File: src/aze_map.svh
/*
 Offsets of fields, reset values and timing counts of the angle zero
 programming and read-out block. Assumes a 100 MHz core clock.
*/
`ifndef AZE_MAP_SVH
`define AZE_MAP_SVH

`define AZE_CLK_MHZ 100
`define AZE_ZERO_BURN_INPUT_EN_US 300
`define AZE_ZERO_BURN_INPUT_EN_CYC (`AZE_ZERO_BURN_INPUT_EN_US * `AZE_CLK_MHZ)
`define AZE_ZAP_MIN_NS 4500
`define AZE_ZAP_MIN_CYC ((`AZE_ZAP_MIN_NS * `AZE_CLK_MHZ + 999) / 1000)
`define AZE_CNT_W 15
`define AZE_ANGLE_W 6
`define AZE_FRAME_W 8
`define AZE_FRAME_BITS 4'h8
`define AZE_FIFO_DEPTH 8
`define AZE_PULSE_ENABLE 4'h1
`define AZE_PULSE_DATA_FIRST 4'h3
`define AZE_PULSE_DATA_LAST 4'h8
`define AZE_PULSE_CONT 4'h9
`define AZE_ZERO_RST 6'h00

`endif

File: src/aze_pkg.sv
/*
 Types of the angle zero programming and read-out block.
 Assumes aze_map.svh on the include path.
*/
`include "aze_map.svh"

package aze_pkg;

   typedef struct packed
   {
      logic [`AZE_ANGLE_W-1:0] angle;
      logic field_out_of_range_flag;
   } aze_meas_t;

   typedef enum logic [3:0]
   {
      AZE_PG_IDLE = 4'b0001,
      AZE_PG_ARMED = 4'b0010,
      AZE_PG_PULSES = 4'b0100,
      AZE_PG_SPARE = 4'b1000
   } aze_zero_burn_input_t;

endpackage

File: src/aze_top.sv
/*
 Angle zero capture, one-time zero programming and serial read-out of a
 6-bit angle encoder, with its input synchronisers and measurement FIFO.
 Assumes the pins arrive asynchronously and the angle front end delivers
 samples on mclk with a valid/ready handshake.
*/
`timescale 1ns/1ps
`include "aze_map.svh"

module aze_sync3
(
   input wire logic mclk,
   input wire logic sys_rst,
   input wire logic pin,
   output logic q_r
);
   logic [2:0] s_r;

   // a change is accepted only once the last two stages agree
   always_ff @(posedge mclk)
   begin
      if (sys_rst)
      begin
         s_r <= 3'h0;
         q_r <= 1'b0;
      end
      else
      begin
         s_r <= {s_r[1:0], pin};
         if (s_r[1] == s_r[2])
            q_r <= s_r[2];
      end
   end
endmodule

module aze_fifo
#(
   parameter int WIDTH = 7,
   parameter int DEPTH = 8
)
(
   input wire logic mclk,
   input wire logic sys_rst,
   input wire logic in_valid,
   output logic in_ready,
   input wire logic [WIDTH-1:0] in_data,
   output logic out_valid,
   input wire logic out_ready,
   output logic [WIDTH-1:0] out_data
);
   localparam int AW = $clog2(DEPTH);
   logic [WIDTH-1:0] mem [DEPTH];
   logic [AW:0] wr_r;
   logic [AW:0] rd_r;
   wire push = in_valid && in_ready;
   wire pop = out_valid && out_ready;

   assign in_ready = (wr_r - rd_r) != (AW+1)'(DEPTH);
   assign out_valid = wr_r != rd_r;
   assign out_data = mem[rd_r[AW-1:0]];

   always_ff @(posedge mclk)
   begin
      if (push)
         mem[wr_r[AW-1:0]] <= in_data;
   end

   always_ff @(posedge mclk)
   begin
      if (sys_rst)
      begin
         wr_r <= '0;
         rd_r <= '0;
      end
      else
      begin
         wr_r <= wr_r + (AW+1)'(push);
         rd_r <= rd_r + (AW+1)'(pop);
      end
   end
endmodule

module aze_top
   import aze_pkg::*;
#(
   parameter int ZERO_BURN_INPUT_EN_CYC = `AZE_ZERO_BURN_INPUT_EN_CYC
)
(
   input wire logic mclk,
   input wire logic sys_rst,
   input wire logic select_powerdown_n,
   input wire logic shift_clk,
   input wire logic zero_burn_input,
   input wire logic meas_valid,
   output logic meas_ready,
   input wire aze_meas_t meas,
   output logic data_o,
   output logic data_oe,
   output logic cont_mode_r,
   output logic zero_lock_r
);
   localparam int ZAP_MIN = `AZE_ZAP_MIN_CYC;

   logic cs_n_f;
   logic clk_f;
   logic zero_burn_input_f;
   logic cs_n_d_r;
   logic clk_d_r;
   logic zero_burn_input_d_r;
   aze_meas_t cur_r;
   aze_meas_t fifo_data;
   logic fifo_valid;
   logic [`AZE_ANGLE_W-1:0] cand_r;
   logic [`AZE_ANGLE_W-1:0] zero_r;
   logic [`AZE_FRAME_W-1:0] frame_r;
   logic [3:0] bitcnt_r;
   logic latched_r;
   logic data_r;
   logic oe_r;
   aze_zero_burn_input_t pg_r;
   aze_zero_burn_input_t pg_nxt;
   logic [`AZE_CNT_W-1:0] cnt_r;
   logic [3:0] pcnt_r;

   aze_sync3 u_cs (.mclk(mclk), .sys_rst(sys_rst),
      .pin(select_powerdown_n), .q_r(cs_n_f));
   aze_sync3 u_clk (.mclk(mclk), .sys_rst(sys_rst),
      .pin(shift_clk), .q_r(clk_f));
   aze_sync3 u_zero_burn_input (.mclk(mclk), .sys_rst(sys_rst),
      .pin(zero_burn_input), .q_r(zero_burn_input_f));

   wire cs_rise = cs_n_f && !cs_n_d_r;
   wire clk_fall = !clk_f && clk_d_r;
   wire clk_rise = clk_f && !clk_d_r;
   wire zero_burn_input_fall = !zero_burn_input_f && zero_burn_input_d_r;
   wire busy = latched_r && (bitcnt_r < `AZE_FRAME_BITS);
   wire pop = fifo_valid && !cs_n_f && !busy;
   wire relatch = cont_mode_r && (bitcnt_r >= `AZE_FRAME_BITS);
   wire latch = clk_fall && !cs_n_f && (!latched_r || relatch);
   wire shift = clk_rise && !cs_n_f && latched_r;
   wire [`AZE_ANGLE_W-1:0] rel_angle = cur_r.angle - zero_r;
   wire parity = ^{rel_angle, cur_r.field_out_of_range_flag};
   wire chain_in = cont_mode_r ? 1'b0 : zero_burn_input_f;
   wire zap_ok = zero_burn_input_fall && (cnt_r >= `AZE_CNT_W'(ZAP_MIN - 1));
   wire en_ok = zero_burn_input_fall && (cnt_r >= `AZE_CNT_W'(ZERO_BURN_INPUT_EN_CYC - 1));
   wire zap = (pg_r == AZE_PG_PULSES) && zap_ok;
   wire [3:0] pidx = pcnt_r + 4'h1;
   wire data_pulse = (pidx >= `AZE_PULSE_DATA_FIRST)
      && (pidx <= `AZE_PULSE_DATA_LAST);
   wire [2:0] zbit = 3'(`AZE_PULSE_DATA_LAST - pidx);

   aze_fifo #(.WIDTH($bits(aze_meas_t)), .DEPTH(`AZE_FIFO_DEPTH)) u_fifo
   (
      .mclk(mclk), .sys_rst(sys_rst),
      .in_valid(meas_valid), .in_ready(meas_ready), .in_data(meas),
      .out_valid(fifo_valid), .out_ready(pop), .out_data(fifo_data)
   );

   assign data_o = data_r;
   assign data_oe = oe_r;

   always_ff @(posedge mclk)
   begin
      if (sys_rst)
      begin
         cs_n_d_r <= 1'b0;
         clk_d_r <= 1'b0;
         zero_burn_input_d_r <= 1'b0;
      end
      else
      begin
         cs_n_d_r <= cs_n_f;
         clk_d_r <= clk_f;
         zero_burn_input_d_r <= zero_burn_input_f;
      end
   end

   always_ff @(posedge mclk)
   begin
      if (sys_rst)
         cur_r <= '0;
      else if (pop)
         cur_r <= fifo_data;
   end

   always_ff @(posedge mclk)
   begin
      if (sys_rst)
         cand_r <= `AZE_ZERO_RST;
      else if (cs_rise)
         cand_r <= cur_r.angle;
   end

   always_ff @(posedge mclk)
   begin
      if (sys_rst || cs_n_f)
      begin
         latched_r <= 1'b0;
         bitcnt_r <= 4'h0;
         frame_r <= '0;
         data_r <= 1'b0;
      end
      else if (latch)
      begin
         latched_r <= 1'b1;
         bitcnt_r <= 4'h0;
         frame_r <= {rel_angle, cur_r.field_out_of_range_flag, parity};
      end
      else if (shift)
      begin
         data_r <= frame_r[`AZE_FRAME_W-1];
         frame_r <= {frame_r[`AZE_FRAME_W-2:0], chain_in};
         if (bitcnt_r < `AZE_FRAME_BITS)
            bitcnt_r <= bitcnt_r + 4'h1;
      end
   end

   always_ff @(posedge mclk)
   begin
      if (sys_rst)
         oe_r <= 1'b0;
      else
         oe_r <= !cs_n_f;
   end

   // enable window, then pulse counting until chip select falls
   always_comb
   begin
      pg_nxt = pg_r;
      unique case (pg_r)
         AZE_PG_IDLE:
            if (cs_n_f && zero_burn_input_f)
               pg_nxt = AZE_PG_ARMED;
         AZE_PG_ARMED:
            if (!cs_n_f || (zero_burn_input_fall && !en_ok))
               pg_nxt = AZE_PG_IDLE;
            else if (en_ok)
               pg_nxt = AZE_PG_PULSES;
         AZE_PG_PULSES:
            if (!cs_n_f)
               pg_nxt = AZE_PG_IDLE;
         default:
            pg_nxt = AZE_PG_IDLE;
      endcase
   end

   always_ff @(posedge mclk)
   begin
      if (sys_rst)
         pg_r <= AZE_PG_IDLE;
      else
         pg_r <= pg_nxt;
   end

   // pulse width counter saturates so long enable pulses cannot wrap
   always_ff @(posedge mclk)
   begin
      if (sys_rst || !zero_burn_input_f)
         cnt_r <= '0;
      else if (cnt_r != '1)
         cnt_r <= cnt_r + `AZE_CNT_W'(1);
   end

   always_ff @(posedge mclk)
   begin
      if (sys_rst || pg_r == AZE_PG_IDLE)
         pcnt_r <= 4'h0;
      else if (pg_r == AZE_PG_ARMED && en_ok)
         pcnt_r <= `AZE_PULSE_ENABLE;
      else if (zap && pcnt_r != 4'hF)
         pcnt_r <= pidx;
   end

   // burn one bit per data pulse; locked once complete
   always_ff @(posedge mclk)
   begin
      if (sys_rst)
      begin
         zero_r <= `AZE_ZERO_RST;
         zero_lock_r <= 1'b0;
      end
      else if (zap && data_pulse && !zero_lock_r)
      begin
         zero_r[zbit] <= cand_r[zbit];
         if (pidx == `AZE_PULSE_DATA_LAST)
            zero_lock_r <= 1'b1;
      end
   end

   always_ff @(posedge mclk)
   begin
      if (sys_rst)
         cont_mode_r <= 1'b0;
      else if (zap && pidx == `AZE_PULSE_CONT)
         cont_mode_r <= 1'b1;
   end
endmodule

File: config.mk
export PLATFORM = sky130hd
export DESIGN_NAME = aze_top
export DESIGN_NICKNAME = d
export VERILOG_FILES = /design/src/aze_pkg.sv /design/src/aze_top.sv
export VERILOG_INCLUDE_DIRS = /design/src /design/src/src
export SDC_FILE = /design/constraint.sdc
export NUM_CORES = 1
export LEC_CHECK = 0
export BUFFER_PORTS_ARGS = -buffer_cell sky130_fd_sc_hd__buf_4
export CAP_MARGIN = 20
export CORE_MARGIN = 2
export CORE_UTILIZATION = 35
export CTS_CLUSTER_DIAMETER = 60
export DETAILED_ROUTE_END_ITERATION = 16
export GPL_ROUTABILITY_DRIVEN = 0
export PLACE_DENSITY = 0.56
export SLEW_MARGIN = 10
export SYNTH_ARGS = -nofsm -noshare
export SYNTH_HDL_FRONTEND = slang
export SYNTH_SLANG_ARGS = --single-unit
File: constraint.sdc
create_clock -name mclk -period 8 [get_ports mclk]
set_input_delay 1.2 -clock mclk [delete_from_list [all_inputs] [get_ports mclk]]
set_output_delay 1.2 -clock mclk [all_outputs]
set_load 0.02 [all_outputs]
==> flow_summary.yaml, run 1 <==
global_route:
  grt_overflow: 0
  grt_pass1_wl_mm: 18.61
  grt_pass1_vias: 3759
  antenna_found_initial: 0
  grt_start_max_net_pins: 50
  gr-usage-all-layers_pct: 13.23
drt:
  routed_wl_mm: 11.12
  route.detailed.drc: 0
  via_per_inst: 4.859
  dr.pass1.iters: 4
  ant_nets: 0
  drt_iter0_drc: 192
  vias: 3800
  wl_per_cell_um: 14.22
cts:
  insertion_delay_ps: 420
  cts_root_buffer: "clkbuf_16"
  cts.clk_slew.worst_paths_ps: 60
  ctsHoldBuffers: 0
  numCtsBuffers: 17
  cts-htree-levels: 4
  cts.sinks: 137
  cts_setup_buffers: 0
  clock_path_buffers: 2
  cts_tree: "built"
  cts_resized: 0
pwr:
  power.density_nw_per_um2: 288.3
  vdd_drop_max_mv: 0.1850
  p_leak_nw: 2.461
  power_mw: 2.000
critical_path:
  crit_path_end: "meas_ready"
  cpMaxStageDelayCell: "dfxtp_1"
  cp-end-kind: "primary output"
  cp.arrival_ps: 2800
  critPathLaunch: "u_fifo.rd_r[1]"
  cpPeakStageDelay_ps: 740
  cp-start-kind: "register"
  ff2ff_setup_slack_ps: 4740
  cp_cell_sequence: "inv_1 -> ha_1 -> nor2b_1 -> o21ai_0 -> a21boi_0 -> or4_1 -> buf_4"
  path_class: "register to primary output"
  r2r_start: "u_fifo.rd_r[1]"
  worstReg2RegEnd: "u_fifo.mem[0][0]"
  reg2reg_depth: 8
  critPathRequiredTime_ps: 6800
  crit_fanout: 17
layout:
  fillers: 1610
  area_delta_synth_final_pct: 15.00
  seqCellArea_um2: 3303
  final_common_cell: "dfxtp_1"
  diodes: 0
  num-nets-final: 582
  mostFrequentLayoutCells: "dfxtp_1, nor2_1, edfxtp_1"
  drive_gt1_share_pct: 14.23
  multi_input_area_um2: 2545
logic_synthesis:
  synth_ff_type: "dfxtp_1"
  synth-edff-count: 56
  synth_top_area_cell: "edfxtp_1"
  synth.top_cell.area_share_pct: 27.88
  ys_types: 67
  synth_nets: 562
  yosys_warnings: 0
  synth_seq_cells: 137
  ys_seq_area_share_pct: 54.77
  synthTopCellsByArea: "edfxtp_1, dfxtp_1, mux4_2"
  synth_cells: 529
  syn_area_per_cell_um2: 11.40
  async_flop_share_pct: 0
  syn_area_um2: 6031
floorplanning:
  core_um2: 16700
  die_area_um2: 18300
  die_y_um: 135.3
  placementRows: 47
  initial_core_util_pct: 36.11
  fp.dieW_um: 135.3
  ios: 18
timing:
  holdWs_ps: 446.3
  fin_crit_sh_pct: 49.96
  rsz0062_at_grt: "false"
  finalMaxSlewViolations: 0
  max_freq_mhz: 250.2
  worstMarginPinSlew_ps: 930.7
  finalCriticalPeriod_ps: 3996
  finalHoldViolCount: 0
  tns_ps: 0
  fin_skew_ps: 7.779
  setup_viol: 0
  relSlewSlack_pct: 37.87
min_path:
  hold_path.class: "register to register"
job:
  drv_cap: 0
placed_design:
  hpwl_mm: 8.042
  io_buffers: 17
run_status:
  status: "finished, final reports clean"
==> metal layers <==
metal,global-route usage (%),vias up,share of wire [%]
met5,0,-,0
met1,16.77,1804,49
met2,20.92,41,46
met4,7.002,0,2.1
li1,-,1936,-
met3,3.292,19,3.1
==> flip-flops by register name (all words and copies together), names as in the netlist, 3 cells and up <==
| register | count |
|---|---|
| u_fifo.mem | 56 |
| cnt_r | 15 |
| frame_r | 8 |
| cur_r | 7 |
| cand_r | 6 |
| zero_r | 6 |
| bitcnt_r | 4 |
| pcnt_r | 4 |
| u_fifo.rd_r | 4 |
| u_fifo.wr_r | 4 |
| pg_r | 3 |
| u_clk.s_r | 3 |
| u_cs.s_r | 3 |
| u_zero_burn_input.s_r | 3 |
==> layout make-up <==
cell class	instances	area share (%)
Tap cell	220	3.969
Inverter	27	1.461
Clock buffer	22	6.729
Multi-Input combinational cell	346	36.69
Timing Repair Buffer	20	2.165
Sequential cell	137	47.63
Clock inverter	10	1.353
==> cells in the mapped netlist (3+ instances only) <==
library cell   n
a311oi_1       7
nand4_1        3
mux2i_1        9
o21ai_0        9
clkbuf_1      16
nand3_1       11
nor2b_1       20
and3_1         4
edfxtp_1      56
a22oi_1        6
xor2_1        13
nor2_1        60
nand2b_1       9
a211oi_1       4
a21oi_1       23
a31oi_1        6
mux4_2        14
inv_1         26
nand2_1       48
ha_1          19
dfxtp_1       81
xnor2_1       16
nor3_1        13
==> worst min-delay path by stage <==
stage,start,depth (start not counted),slack [ps],to
CTS,u_zero_burn_input.s_r[0],1,450,u_zero_burn_input.s_r[1]
global route,u_zero_burn_input.s_r[0],1,460,u_zero_burn_input.s_r[1]
floorplan,u_clk.s_r[0],1,410,u_clk.s_r[1]
global placement,u_zero_burn_input.s_r[0],1,430,u_zero_burn_input.s_r[1]
finish,u_zero_burn_input.s_r[0],1,450,u_zero_burn_input.s_r[1]
detailed placement,u_zero_burn_input.s_r[0],1,440,u_zero_burn_input.s_r[1]
==> cells by family (layout without fill, tap and decap cells) <==
family	Yosys count	count (layout)	share of synthesized area (%)
compound gates	79	79	10.19
simple gates	190	190	15.27
fa+ha+maj	20	20	4.274
mux	27	27	7.780
flops	137	137	54.77
buf+inv	46	79	3.133
xor+xnor	30	30	4.585
==> critical path: cells and delay by family, from the launching register on <==
kind                       cells  cell delay [ps]
and+or+nand+nor                2              690
AOI/OAI and AO/OA              2              330
buffers and inverters          2              280
DFF                            1              740
adders and majority gates      1              340
==> power breakdown <==
group / switching [mW] / leakage, nW / internal, mW / total, mW
clock network: 0.285 / 0.281 / 0.447 / 0.732
registers: 0.0574 / 1.16 / 0.788 / 0.845
logic: 0.204 / 1.01 / 0.219 / 0.423
==> stage by stage <==
step,utilization (%),setup slack (ps),area [um^2],instances
after floorplan,-,4491,6031,529
after global placement,38.17,4456,6375,750
after detailed placement,38.17,4419,6375,750
after CTS,41.53,3945,6935,782
after global routing,41.53,3809,6935,782
final,41.53,4004,6935,782
Note: power is estimated with default switching activity, not from simulation.
==> run 2, diff against run 1 <==
Clock period 8 ns to 3.9 ns, I/O delays scaled along.
==> flow_summary.yaml, run 2 (synthesis results as in run 1) <==
floorplanning:
  initial_core_util_pct: 36.11
  placementRows: 47
  fp.dieW_um: 135.3
  ios: 18
  die_y_um: 135.3
  core_um2: 16700
  die_area_um2: 18300
cts:
  numCtsBuffers: 17
  insertion_delay_ps: 420
  cts.clk_slew.worst_paths_ps: 60
  cts_tree: "built"
  cts_setup_buffers: 0
  cts_resized: 0
  cts-htree-levels: 4
  cts_root_buffer: "clkbuf_16"
  ctsHoldBuffers: 0
  cts.sinks: 137
  clock_path_buffers: 2
min_path:
  hold_path.class: "primary input to register"
layout:
  final_cell_area_um2: 7039
  largest_register_ff_count: 56
  mostFrequentLayoutCells: "dfxtp_1, nor2_1, edfxtp_1"
  diodes: 0
  final_common_cell: "dfxtp_1"
  fillers: 1588
  drive_gt1_share_pct: 14.31
  num-nets-final: 586
  area_delta_synth_final_pct: 16.72
critical_path:
  cpPeakStageDelay_ps: 530
  cp_cell_sequence: "clkinv_1 -> ha_1 -> o21ai_0 -> nor3b_1 -> or4_1 -> buf_4"
  path_class: "register to primary output"
  cp-start-kind: "register"
  critPathBufInv: 2
  cp_top_family: "simple AND/OR/NAND/NOR gates"
  critPathLaunch: "u_fifo.rd_r[2]"
  reg2reg_depth: 7
  crit_fanout: 10
  cp-end-kind: "primary output"
  ff2ff_setup_slack_ps: 1060
  critPathRequiredTime_ps: 3310
  crit_path_end: "meas_ready"
  cp.arrival_ps: 2610
  worstReg2RegEnd: "u_fifo.mem[6][4]"
  r2r_start: "u_fifo.rd_r[2]"
  crit_cells: 6
  cpMaxStageDelayCell: "or4_1"
pwr:
  p_leak_nw: 2.506
  power_mw: 4.332
  vdd_drop_max_mv: 0.4081
  power.density_nw_per_um2: 615.4
global_route:
  antenna_found_initial: 0
  gr-usage-all-layers_pct: 13.91
  grt_start_max_net_pins: 50
  grt_pass1_vias: 3925
  grt_overflow: 0
  grt_pass1_wl_mm: 19.35
timing:
  rsz0062_at_grt: "false"
  tns_ps: 0
  max_freq_mhz: 312.5
  worstMarginPinSlew_ps: 560.8
  setup_viol: 0
  fin_crit_sh_pct: 82.05
  finalHoldViolCount: 0
  finalMaxSlewViolations: 0
  holdWs_ps: 378.1
  relSlewSlack_pct: 62.47
  fin_skew_ps: 7.671
  setup_ws_ps: 700.2
  finalCriticalPeriod_ps: 3200
drt:
  via_per_inst: 4.896
  route.detailed.drc: 0
  vias: 3848
  dr.pass1.iters: 4
  ant_nets: 0
  drt_iter0_drc: 166
  routed_wl_mm: 11.69
  wl_per_cell_um: 14.88
placed_design:
  placed_area_um2: 6405
  hpwl_mm: 8.374
  dp_slack_ps: 1089
  io_buffers: 17
run_status:
  status: "finished, final reports clean"
job:
  drv_cap: 0
## run 2: changes by cell type in the layout (fill, tap and decap cells not counted), sizes merged
cell,delta
clkinv,+2
buf,+4
inv,-3
clkbuf,-3
bufinv,+4
## run 2: report_power, final
| part | total (mW) | leakage (nW) | internal (mW) | switching, mW |
|---|---|---|---|---|
| clock | 1.72 | 0.306 | 1.13 | 0.589 |
| combinational | 0.931 | 1.04 | 0.468 | 0.462 |
| sequential | 1.68 | 1.16 | 1.61 | 0.0689 |
| total | 4.33 | 2.51 | 3.21 | 1.12 |
## run 2: area by class of cell
type	instances	area (um^2)	area share, %
Sequential cell	137	3303	46.93
Timing Repair Buffer	24	180.2	2.560
Tap cell	220	275.3	3.910
Inverter	27	101.3	1.440
Clock inverter	13	201.4	2.862
Multi-Input combinational cell	346	2545	36.15
Clock buffer	19	432.9	6.150
## run 2: worst min-delay path by stage
stage | slack (ps) | end | cells past startpoint | from
after detailed placement | 440 | u_cs.s_r[1] | 1 | u_cs.s_r[0]
after floorplan | 410 | u_clk.s_r[1] | 1 | u_clk.s_r[0]
after CTS | 360 | u_cs.s_r[0] | 2 | select_powerdown_n
after global routing | 370 | u_clk.s_r[0] | 2 | shift_clk
after global placement | 430 | u_zero_burn_input.s_r[1] | 1 | u_zero_burn_input.s_r[0]
final | 380 | u_cs.s_r[0] | 2 | select_powerdown_n
## run 2: per-stage QoR
| stage | instances | util [%] |
|---|---|---|
| after floorplan | 529 | - |
| after global placement | 754 | 38.35 |
| after detailed placement | 754 | 38.35 |
| after CTS | 786 | 42.15 |
| after global routing | 786 | 42.15 |
| final | 786 | 42.15 |
## run 2: per-layer routing
metal	track usage, %	wire [um]	share of wire [%]
met5	0	0	0
met4	6.192	203	1.7
met3	4.714	412	3.5
met2	22.14	5585	48
met1	17.20	5493	47
